[config.mk]
export PLATFORM = sky130hd
export DESIGN_NAME = iic_top
export DESIGN_NICKNAME = d
export VERILOG_FILES = /design/src/iic_pkg.sv /design/src/iic_top.sv /design/src/iic_tick.sv /design/src/iic_channel.sv
export VERILOG_INCLUDE_DIRS = /design/src
export SDC_FILE = /design/constraint.sdc
export NUM_CORES = 2
export LEC_CHECK = 0
export BUFFER_PORTS_ARGS = -buffer_cell sky130_fd_sc_hd__buf_2
export CAP_MARGIN = 15
export CORE_MARGIN = 2
export CORE_UTILIZATION = 50
export DETAILED_ROUTE_END_ITERATION = 12
export PLACE_DENSITY = 0.66
export SYNTH_ARGS = -nofsm -noshare
export SYNTH_HDL_FRONTEND = slang
export SYNTH_SLANG_ARGS = --single-unit
[constraint.sdc]
create_clock -name ref_clk -period 27.1 [get_ports ref_clk]
set_input_delay 4.065 -clock ref_clk [delete_from_list [all_inputs] [get_ports ref_clk]]
set_output_delay 4.065 -clock ref_clk [all_outputs]
set_load 0.05 [all_outputs]
[src/iic_cfg.svh]
`ifndef IIC_CFG_SVH
`define IIC_CFG_SVH

// Channel count and field widths
`define IIC_NUM_CH        8
`define IIC_VOLT_W        13
`define IIC_LVL_W         12
`define IIC_TIME_W        21
`define IIC_ELAPSED_W     22

// Clock period and evaluation cycle
`define IIC_CLK_PERIOD_NS 5
`define IIC_CYCLE_MS      5
`define IIC_CYCLE_CLKS    (`IIC_CYCLE_MS * 1000000 / `IIC_CLK_PERIOD_NS)

// Alternating-supply extras: extra drop time and release divisor (10 %)
`define IIC_AC_EXTRA_MS   30
`define IIC_AC_DIV        10

// Reset values, levels in 0.1 V units, times in ms
`define IIC_PICK_LVL_RST  12'h370
`define IIC_DROP_LVL_RST  12'h258
`define IIC_TIME_RST      21'h0_0000
`define IIC_SENSE_RST     1'b0
`define IIC_AC_RST        1'b0

// Register map: per-channel block plus two common words
`define IIC_CH_STRIDE     8'h10
`define IIC_OFS_PICK_LVL  8'h00
`define IIC_OFS_DROP_LVL  8'h04
`define IIC_OFS_PICK_TIME 8'h08
`define IIC_OFS_DROP_TIME 8'h0C
`define IIC_OFS_CTRL      8'h80
`define IIC_OFS_STAT      8'h84

// Bit positions inside the common words
`define IIC_CTRL_SENSE_LSB 0
`define IIC_CTRL_AC_LSB    8
`define IIC_STAT_QUAL_LSB  0
`define IIC_STAT_RAW_LSB   8

`endif

[src/iic_pkg.sv]
`include "iic_cfg.svh"

package iic_pkg;

   typedef logic [`IIC_VOLT_W-1:0]    iic_volt_t;
   typedef logic [`IIC_LVL_W-1:0]     iic_lvl_t;
   typedef logic [`IIC_TIME_W-1:0]    iic_time_t;
   typedef logic [`IIC_ELAPSED_W-1:0] iic_elapsed_t;

   // Register port request
   typedef struct packed {
      logic [7:0]  addr;
      logic [31:0] wdata;
      logic        wr;
      logic        rd;
   } iic_bus_s;

   // Settings of one input channel
   typedef struct packed {
      iic_lvl_t  pick_lvl;
      iic_lvl_t  drop_lvl;
      iic_time_t pick_time;
      iic_time_t drop_time;
      logic      sense;
      logic      ac;
   } iic_chan_cfg_s;

endpackage

[src/iic_top.sv]
`timescale 1ns/10ps
`include "iic_cfg.svh"

module iic_top #(
   parameter int NUM_CH     = `IIC_NUM_CH,
   parameter int CYCLE_CLKS = `IIC_CYCLE_CLKS
) (
   input  wire logic                            ref_clk,
   input  wire logic                            resetn,
   input  wire logic                            ce,
   input  wire iic_pkg::iic_bus_s               bus,
   output logic [31:0]                          rdata,
   input  wire iic_pkg::iic_volt_t [NUM_CH-1:0] volts,
   output logic [NUM_CH-1:0]                    raw,
   output logic [NUM_CH-1:0]                    status,
   output logic                                 tick
);
   import iic_pkg::*;

   iic_lvl_t      [NUM_CH-1:0] pick_lvl;
   iic_lvl_t      [NUM_CH-1:0] drop_lvl;
   iic_time_t     [NUM_CH-1:0] pick_time;
   iic_time_t     [NUM_CH-1:0] drop_time;
   logic          [NUM_CH-1:0] sense;
   logic          [NUM_CH-1:0] ac;
   iic_chan_cfg_s [NUM_CH-1:0] cfg;
   logic          [31:0]       next_rdata;

   // Address decode for one field of one channel
   function automatic logic ch_hit(input logic [7:0] a, input int ch, input logic [7:0] fld);
      return a == 8'(8'(ch * `IIC_CH_STRIDE) + fld);
   endfunction

   // Evaluation cycle strobe
   iic_tick #(
      .CYCLE_CLKS (CYCLE_CLKS)
   ) u_tick (
      .ref_clk (ref_clk),
      .resetn  (resetn),
      .ce      (ce),
      .tick    (tick)
   );

   // Common control word: sense and alternating-supply bits
   always_ff @(posedge ref_clk) begin
      if (!resetn) begin
         sense <= {NUM_CH{`IIC_SENSE_RST}};
         ac    <= {NUM_CH{`IIC_AC_RST}};
      end else if (ce && bus.wr && bus.addr == `IIC_OFS_CTRL) begin
         sense <= bus.wdata[`IIC_CTRL_SENSE_LSB +: NUM_CH];
         ac    <= bus.wdata[`IIC_CTRL_AC_LSB +: NUM_CH];
      end
   end

   // One block of settings and one conditioner per channel
   for (genvar i = 0; i < NUM_CH; i++) begin : g_ch

      // Pick-up and dropout levels in 0.1 V units
      always_ff @(posedge ref_clk) begin
         if (!resetn) begin
            pick_lvl[i] <= `IIC_PICK_LVL_RST;
            drop_lvl[i] <= `IIC_DROP_LVL_RST;
         end else if (ce && bus.wr) begin
            if (ch_hit(bus.addr, i, `IIC_OFS_PICK_LVL)) begin
               pick_lvl[i] <= bus.wdata[`IIC_LVL_W-1:0];
            end
            if (ch_hit(bus.addr, i, `IIC_OFS_DROP_LVL)) begin
               drop_lvl[i] <= bus.wdata[`IIC_LVL_W-1:0];
            end
         end
      end

      // Pick-up and dropout times in ms
      always_ff @(posedge ref_clk) begin
         if (!resetn) begin
            pick_time[i] <= `IIC_TIME_RST;
            drop_time[i] <= `IIC_TIME_RST;
         end else if (ce && bus.wr) begin
            if (ch_hit(bus.addr, i, `IIC_OFS_PICK_TIME)) begin
               pick_time[i] <= bus.wdata[`IIC_TIME_W-1:0];
            end
            if (ch_hit(bus.addr, i, `IIC_OFS_DROP_TIME)) begin
               drop_time[i] <= bus.wdata[`IIC_TIME_W-1:0];
            end
         end
      end

      // Gather the settings for the conditioner
      assign cfg[i] = '{
         pick_lvl:  pick_lvl[i],
         drop_lvl:  drop_lvl[i],
         pick_time: pick_time[i],
         drop_time: drop_time[i],
         sense:     sense[i],
         ac:        ac[i]
      };

      iic_channel u_chan (
         .ref_clk (ref_clk),
         .resetn  (resetn),
         .ce      (ce),
         .tick    (tick),
         .volts   (volts[i]),
         .cfg     (cfg[i]),
         .raw     (raw[i]),
         .status  (status[i])
      );

      // Normally open: above pick-up the raw state goes active
      property p_no_high;
         @(posedge ref_clk) disable iff (!resetn)
         tick && !sense[i] && (volts[i] > `IIC_VOLT_W'(pick_lvl[i])) |=> raw[i];
      endproperty
      a_no_high: assert property (p_no_high)
         else $error("raw not active above pick-up level in open sense");

      // Normally closed: above pick-up the raw state goes inactive
      property p_nc_high;
         @(posedge ref_clk) disable iff (!resetn)
         tick && sense[i] && (volts[i] > `IIC_VOLT_W'(pick_lvl[i])) |=> !raw[i];
      endproperty
      a_nc_high: assert property (p_nc_high)
         else $error("raw not inactive above pick-up level in closed sense");

      // Normally open below dropout gives inactive when the alternating supply is off
      property p_no_low;
         @(posedge ref_clk) disable iff (!resetn)
         tick && !sense[i] && !ac[i] && (volts[i] < `IIC_VOLT_W'(drop_lvl[i]))
            && (volts[i] <= `IIC_VOLT_W'(pick_lvl[i])) |=> !raw[i];
      endproperty
      a_no_low: assert property (p_no_low)
         else $error("raw still active below dropout level");

      // Between the two levels the raw state is held when the alternating supply is off
      property p_hold;
         @(posedge ref_clk) disable iff (!resetn)
         tick && !ac[i] && (volts[i] >= `IIC_VOLT_W'(drop_lvl[i]))
            && (volts[i] <= `IIC_VOLT_W'(pick_lvl[i])) |=> $stable(raw[i]);
      endproperty
      a_hold: assert property (p_hold)
         else $error("raw changed inside the hysteresis band");

      // Alternating supply releases below a tenth of the pick-up level
      property p_ac_release;
         @(posedge ref_clk) disable iff (!resetn)
         tick && ac[i] && (volts[i] < `IIC_VOLT_W'(pick_lvl[i] / `IIC_AC_DIV))
            |=> (raw[i] == sense[i]);
      endproperty
      a_ac_release: assert property (p_ac_release)
         else $error("release level not derived from pick-up level");

      // Zero pick-up time lets the status follow at once
      property p_pick_zero;
         @(posedge ref_clk) disable iff (!resetn)
         $rose(raw[i]) && ($past(pick_time[i]) == '0) |-> status[i];
      endproperty
      a_pick_zero: assert property (p_pick_zero)
         else $error("status lagged with zero pick-up time");

      // Zero dropout time lets the status fall at once when the alternating supply is off
      property p_drop_zero;
         @(posedge ref_clk) disable iff (!resetn)
         $fell(raw[i]) && ($past(drop_time[i]) == '0) && !$past(ac[i]) |-> !status[i];
      endproperty
      a_drop_zero: assert property (p_drop_zero)
         else $error("status lagged with zero dropout time");

      // A non-zero pick-up time keeps the status low at the first boundary
      property p_pick_wait;
         @(posedge ref_clk) disable iff (!resetn)
         $rose(raw[i]) && !$past(status[i]) && ($past(pick_time[i]) != '0) |-> !status[i];
      endproperty
      a_pick_wait: assert property (p_pick_wait)
         else $error("status rose before the pick-up time");

      // A non-zero dropout time keeps the status high at the first boundary
      property p_drop_wait;
         @(posedge ref_clk) disable iff (!resetn)
         $fell(raw[i]) && $past(status[i]) && ($past(drop_time[i]) != '0) |-> status[i];
      endproperty
      a_drop_wait: assert property (p_drop_wait)
         else $error("status fell before the dropout time");

      // Alternating supply always delays the fall past the current cycle
      property p_ac_extra;
         @(posedge ref_clk) disable iff (!resetn)
         $fell(raw[i]) && $past(ac[i]) && $past(status[i]) |-> status[i] ##1 status[i];
      endproperty
      a_ac_extra: assert property (p_ac_extra)
         else $error("status fell without the extra dropout delay");

      // A status change only ever follows the raw state
      property p_follow;
         @(posedge ref_clk) disable iff (!resetn)
         $changed(status[i]) |-> (status[i] == raw[i]);
      endproperty
      a_follow: assert property (p_follow)
         else $error("status moved against the raw state");

      // Defaults after reset
      property p_defaults;
         @(posedge ref_clk) disable iff (!resetn)
         $rose(resetn) |-> (pick_lvl[i] == `IIC_PICK_LVL_RST)
            && (drop_lvl[i] == `IIC_DROP_LVL_RST) && !sense[i] && !ac[i]
            && (pick_time[i] == `IIC_TIME_RST) && (drop_time[i] == `IIC_TIME_RST);
      endproperty
      a_defaults: assert property (p_defaults)
         else $error("settings not at their defaults after reset");
   end

   // Read mux over all registers, unmapped addresses read zero
   always_comb begin
      next_rdata = 32'h0000_0000;
      if (bus.addr == `IIC_OFS_CTRL) begin
         next_rdata[`IIC_CTRL_SENSE_LSB +: NUM_CH] = sense;
         next_rdata[`IIC_CTRL_AC_LSB +: NUM_CH]    = ac;
      end
      if (bus.addr == `IIC_OFS_STAT) begin
         next_rdata[`IIC_STAT_QUAL_LSB +: NUM_CH] = status;
         next_rdata[`IIC_STAT_RAW_LSB +: NUM_CH]  = raw;
      end
      for (int c = 0; c < NUM_CH; c++) begin
         if (ch_hit(bus.addr, c, `IIC_OFS_PICK_LVL)) begin
            next_rdata[`IIC_LVL_W-1:0] = pick_lvl[c];
         end
         if (ch_hit(bus.addr, c, `IIC_OFS_DROP_LVL)) begin
            next_rdata[`IIC_LVL_W-1:0] = drop_lvl[c];
         end
         if (ch_hit(bus.addr, c, `IIC_OFS_PICK_TIME)) begin
            next_rdata[`IIC_TIME_W-1:0] = pick_time[c];
         end
         if (ch_hit(bus.addr, c, `IIC_OFS_DROP_TIME)) begin
            next_rdata[`IIC_TIME_W-1:0] = drop_time[c];
         end
      end
   end

   // Read data stands for one enabled cycle after the strobe, then zero; it holds while the enable is low
   always_ff @(posedge ref_clk) begin
      if (!resetn) begin
         rdata <= 32'h0000_0000;
      end else if (ce) begin
         rdata <= bus.rd ? next_rdata : 32'h0000_0000;
      end
   end

   // Helper: enabled cycles since the last boundary
   int gap;
   always_ff @(posedge ref_clk) begin
      if (!resetn) begin
         gap <= 0;
      end else if (ce) begin
         gap <= tick ? 0 : gap + 1;
      end
   end

   // Boundaries come exactly one evaluation cycle apart
   property p_period;
      @(posedge ref_clk) disable iff (!resetn)
      tick |-> (gap == CYCLE_CLKS - 1);
   endproperty
   a_period: assert property (p_period)
      else $error("evaluation cycle length wrong");

   // Outputs move only right after a boundary
   property p_on_tick;
      @(posedge ref_clk) disable iff (!resetn)
      ($changed(status) || $changed(raw)) |-> $past(tick);
   endproperty
   a_on_tick: assert property (p_on_tick)
      else $error("channel state changed between boundaries");

   // Status word reads back the channel state one cycle later
   property p_stat_read;
      @(posedge ref_clk) disable iff (!resetn)
      ce && bus.rd && (bus.addr == `IIC_OFS_STAT) && !tick
         |=> (rdata[`IIC_STAT_QUAL_LSB +: NUM_CH] == status)
          && (rdata[`IIC_STAT_RAW_LSB +: NUM_CH] == raw);
   endproperty
   a_stat_read: assert property (p_stat_read)
      else $error("status word does not show channel state");

   // Control word reads back the sense and alternating-supply bits
   property p_ctrl_read;
      @(posedge ref_clk) disable iff (!resetn)
      ce && bus.rd && (bus.addr == `IIC_OFS_CTRL)
         |=> (rdata[`IIC_CTRL_SENSE_LSB +: NUM_CH] == sense)
          && (rdata[`IIC_CTRL_AC_LSB +: NUM_CH] == ac);
   endproperty
   a_ctrl_read: assert property (p_ctrl_read)
      else $error("control word does not show sense and option bits");

   // A low enable freezes the channel state and the read data
   property p_freeze;
      @(posedge ref_clk) disable iff (!resetn)
      !ce |=> $stable(raw) && $stable(status) && $stable(rdata);
   endproperty
   a_freeze: assert property (p_freeze)
      else $error("state moved while the enable was low");

endmodule // iic_top

[src/iic_tick.sv]
`timescale 1ns/10ps
`include "iic_cfg.svh"

module iic_tick #(
   parameter int CYCLE_CLKS = `IIC_CYCLE_CLKS
) (
   input  wire logic ref_clk,
   input  wire logic resetn,
   input  wire logic ce,
   output logic      tick
);
   import iic_pkg::*;

   localparam int CW = $clog2(CYCLE_CLKS);

   logic [CW-1:0] cnt;

   // Free-running divider, frozen while the enable is low
   always_ff @(posedge ref_clk) begin
      if (!resetn) begin
         cnt <= '0;
      end else if (ce) begin
         cnt <= tick ? '0 : CW'(cnt + 1'b1);
      end
   end

   // One-cycle strobe at each cycle boundary
   assign tick = ce && (cnt == CW'(CYCLE_CLKS - 1));

endmodule // iic_tick

[src/iic_channel.sv]
`timescale 1ns/10ps
`include "iic_cfg.svh"

module iic_channel (
   input  wire logic                  ref_clk,
   input  wire logic                  resetn,
   input  wire logic                  ce,
   input  wire logic                  tick,
   input  wire iic_pkg::iic_volt_t    volts,
   input  wire iic_pkg::iic_chan_cfg_s cfg,
   output logic                       raw,
   output logic                       status
);
   import iic_pkg::*;

   logic         energized;
   logic         next_energized;
   logic         next_raw;
   iic_volt_t    release_lvl;
   iic_elapsed_t need;
   iic_elapsed_t elapsed;

   // Threshold comparison with hysteresis and sense selection
   always_comb begin
      release_lvl = cfg.ac ? `IIC_VOLT_W'(cfg.pick_lvl / `IIC_AC_DIV)
                           : `IIC_VOLT_W'(cfg.drop_lvl);
      next_energized = energized;
      if (volts > `IIC_VOLT_W'(cfg.pick_lvl)) begin
         next_energized = 1'b1;
      end else if (volts < release_lvl) begin
         next_energized = 1'b0;
      end
      next_raw = next_energized ^ cfg.sense;
      if (next_raw) begin
         need = `IIC_ELAPSED_W'(cfg.pick_time);
      end else begin
         need = `IIC_ELAPSED_W'(cfg.drop_time)
              + (cfg.ac ? `IIC_ELAPSED_W'(`IIC_AC_EXTRA_MS) : '0);
      end
   end

   // Raw state, moved only at cycle boundaries
   always_ff @(posedge ref_clk) begin
      if (!resetn) begin
         energized <= 1'b0;
         raw       <= 1'b0;
      end else if (ce && tick) begin
         energized <= next_energized;
         raw       <= next_raw;
      end
   end

   // Qualified status with pick-up and drop-off timing
   always_ff @(posedge ref_clk) begin
      if (!resetn) begin
         status  <= 1'b0;
         elapsed <= '0;
      end else if (ce && tick) begin
         if (next_raw == status) begin
            elapsed <= '0;
         end else if (elapsed >= need) begin
            status  <= next_raw;
            elapsed <= '0;
         end else begin
            elapsed <= `IIC_ELAPSED_W'(elapsed + `IIC_CYCLE_MS);
         end
      end
   end

endmodule // iic_channel

==> metrics <==
worst IR drop on VDD=0.03784 mV; routed vias=67,510; hpwl dp=161,600 um; total setup buffers inserted after CTS=0; initial core utilization=50.23%; R2R Path End=g_ch[6].u_chan.elapsed[13]; TritonCTS clock tree=built; headroom to the max-slew limit=22.70%; CP Data Arrival Time=14.77 ns; io pins=198; Final Net Count=9,220; syn avg cell area=7.264 um^2; core box area=129,200 um^2; hold path start=cfg[169]; initial antenna violation count=14; Crit Path Class=reg2reg; post_cts resized=0; Slew @ Worst Pin=1.154 ns; fmax=0.07048 GHz; Post-CTS Hold Buffers=0; Sum Neg Setup Slack=0 ns; wire per inst=21.88 um; Pleak=25.98 nW; vias in the first global route=61,280; R2R Setup Slk=12.91 ns; hold path depth=2; post-layout util=53.81%; max-cap violation count=0; routed wire length=229,300 um; Residual DRC=0; die span in y=364.2 um; CP peak stage delay=0.79 ns; RD Place Congestion=0.9614; clock skew=0.03042 ns; dominant synthesized flop cell=dfxtp_1; CTS Buf Count=91; antenna-violating nets left=0; Post-Syn Instances=8,930; flops & latches, synth=785; largest net degree at the start of global routing=107; Hold Path Class=reg2reg; part of the cycle the worst path needs=52.35%; worst r2r src=cfg[474]; Post-synth EDFFs=0; Die ar.=132,600 um^2; Max Slew Vio Count=0; dpl cell area=66,240 um^2; Clock Latency Late Sink=0.68 ns; Post-Syn Area=64,870 um^2; count of cell types in the netlist=121; share of post-route cells with drive strength above 1=7.288%; Req. time, crit path=27.68 ns; endpoints failing hold=0; Seq/Total Area, Yosys=24.23%; Max Buffers Root-to-Sink=3; row cnt=132; status=completed; peak fanout along the critical path=23; Die Wd=364.2 um; Final setup viols=0; CTS HTree Levels=3; slowest CP cell=dfxtp_1; Synth-to-Final Area Change=7.133%; Port Buffers=175; Critical Path End Type=register; clock root buffer=clkbuf_16; Async SR Flop Fraction=0%; detail-routed via count per cell=6.444; fill cell count=12,600; Min Hold Slack=0.4794 ns; total clock sinks=785; grt ovf=0; global-route wire length before repair=354,300 um; pwr dens=38.59 nW/um^2; hold endpoint=cfg[169]; Final Critical Period=14.19 ns; clk slew on worst S/H paths=0.06 ns; crit start category=register; RSZ-0062 raised after global routing=no; Initial DRT Pass Iterations=10; DR iter-0 viols=7,500; worst reg2reg path depth=53; overall track demand over capacity in global routing=33.15%; Final Instance Area=69,500 um^2; yosys warns=0
-- Yosys cell counts, drive strengths merged, types with 31 or more instances --
master | instances | share of area (%)
nand2 | 1671 | 9.7
dfxtp | 785 | 24
nor2 | 568 | 3.3
clkbuf | 530 | 3.1
a21boi | 506 | 5.9
o21ai | 471 | 3.6
a21oi | 466 | 3.6
ha | 409 | 7.9
nand3 | 337 | 2.6
inv | 180 | 1.0
nand4 | 176 | 1.7
nor3 | 169 | 1.4
a21o | 146 | 1.7
and3 | 143 | 1.4
a22oi | 142 | 1.7
nor2b | 140 | 1.4
o211ai | 138 | 1.6
xor2 | 131 | 1.8
buf | 130 | 1.1
xnor2 | 127 | 1.8
nand2b | 115 | 1.1
a31oi | 114 | 1.1
a221oi | 86 | 1.2
o22ai | 84 | 0.81
a211oi | 76 | 0.89
and2 | 75 | 0.72
o21a | 67 | 0.78
mux2i | 63 | 0.97
nor4 | 51 | 0.51
a211o | 49 | 0.66
or2 | 49 | 0.47
or3 | 49 | 0.47
o211a | 43 | 0.66
a2111oi | 38 | 0.62
a31o | 33 | 0.45
and4 | 32 | 0.43
a221o | 31 | 0.48
mux2 | 31 | 0.54
-- metal layers --
metal	GRT usage (%)	wire (um)	up-vias
met1	44.60	97690	32140
met3	5.422	19690	539
met2	52.46	101400	2813
met4	13.75	10390	12
li1	-	-	32010
met5	0	78	-
-- critical path: cells and delay by family, from the launching register on --
family / cells / cell delay [ns]
AOI/OAI and AO/OA: 25 / 6.15
xor gates and xnor gates: 2 / 0.59
adders and majority gates: 3 / 0.79
buffers and inverters: 3 / 0.74
DFF: 1 / 0.79
muxes: 1 / 0.31
and+or+nand+nor: 19 / 4.66
-- power breakdown --
group | switching [mW] | internal (mW) | total (mW) | leakage (nW)
combinational | 0.124 | 0.0546 | 0.179 | 18.0
clock | 0.535 | 0.812 | 1.35 | 1.60
sequential | 0.00171 | 1.15 | 1.16 | 6.32
-- state kept, by name (all words and copies together) (netlist names) --
register               flops
g_ch.u_chan.elapsed      176
rdata                     21
cfg                      528
g_ch.u_chan.energized      8
sense                      8
u_tick.cnt                20
ac                         8
g_ch.u_chan.raw            8
g_ch.u_chan.status         8
-- worst max-delay path by stage --
stage / start / endpoint / slack (ns)
after floorplan: cfg[474] / g_ch[6].u_chan.elapsed[10] / 15.83
after global placement: cfg[405] / g_ch[5].u_chan.elapsed[8] / 13.21
after detailed placement: cfg[474] / g_ch[6].u_chan.elapsed[8] / 13.21
after CTS: cfg[474] / g_ch[6].u_chan.elapsed[8] / 13.16
after global routing: cfg[474] / g_ch[6].u_chan.elapsed[15] / 11.58
final: cfg[474] / g_ch[6].u_chan.elapsed[13] / 12.91
-- cell type report --
| type | count | area, um^2 | share of cell area (%) |
|---|---|---|---|
| multi-input cells | 7301 | 45950 | 66.11 |
| flip-flops and latches | 785 | 15720 | 22.61 |
| clock buffers | 129 | 2683 | 3.860 |
| well taps | 1742 | 2180 | 3.136 |
| repair buffers | 281 | 1679 | 2.416 |
| inverters | 194 | 728.2 | 1.048 |
| clock inverters | 37 | 546.8 | 0.7868 |
| diodes | 8 | 20.02 | 0.02881 |
-- per-stage QoR --
stage / cells / setup slack [ns] / power, mW
after floorplan: 8940 / 15.83 / 1.290
after global placement: 10300 / 13.21 / 1.352
after detailed placement: 10300 / 13.21 / 1.355
after global routing: 10470 / 11.58 / 2.741
after CTS: 10470 / 13.16 / 2.680
final: 10480 / 12.91 / 2.682
-- cell families after synthesis --
group / after synthesis / synth area share [%]
adder cells (fa/ha/maj): 442 / 8.523
multiplexers: 94 / 1.516
AO/OA/AOI/OAI: 2796 / 30.05
XOR/XNOR: 262 / 3.698
other: 1 / 0.005781
buffers and inverters: 854 / 5.283
AND/OR/NAND/NOR: 3696 / 26.70
flip-flops: 785 / 24.23
-- layout by cell type (no fill, tap or decap), drive strengths merged, types with 138 or more instances in the layout --
master / count
a21o: 146
nand3: 337
a22oi: 142
and3: 143
nor3: 169
nor2b: 140
ha: 409
o211ai: 138
a21boi: 506
nand4: 176
inv: 184
dfxtp: 785
nand2: 1671
o21ai: 471
buf: 281
nor2: 568
a21oi: 466
Note: power is estimated with default switching activity, not from simulation.
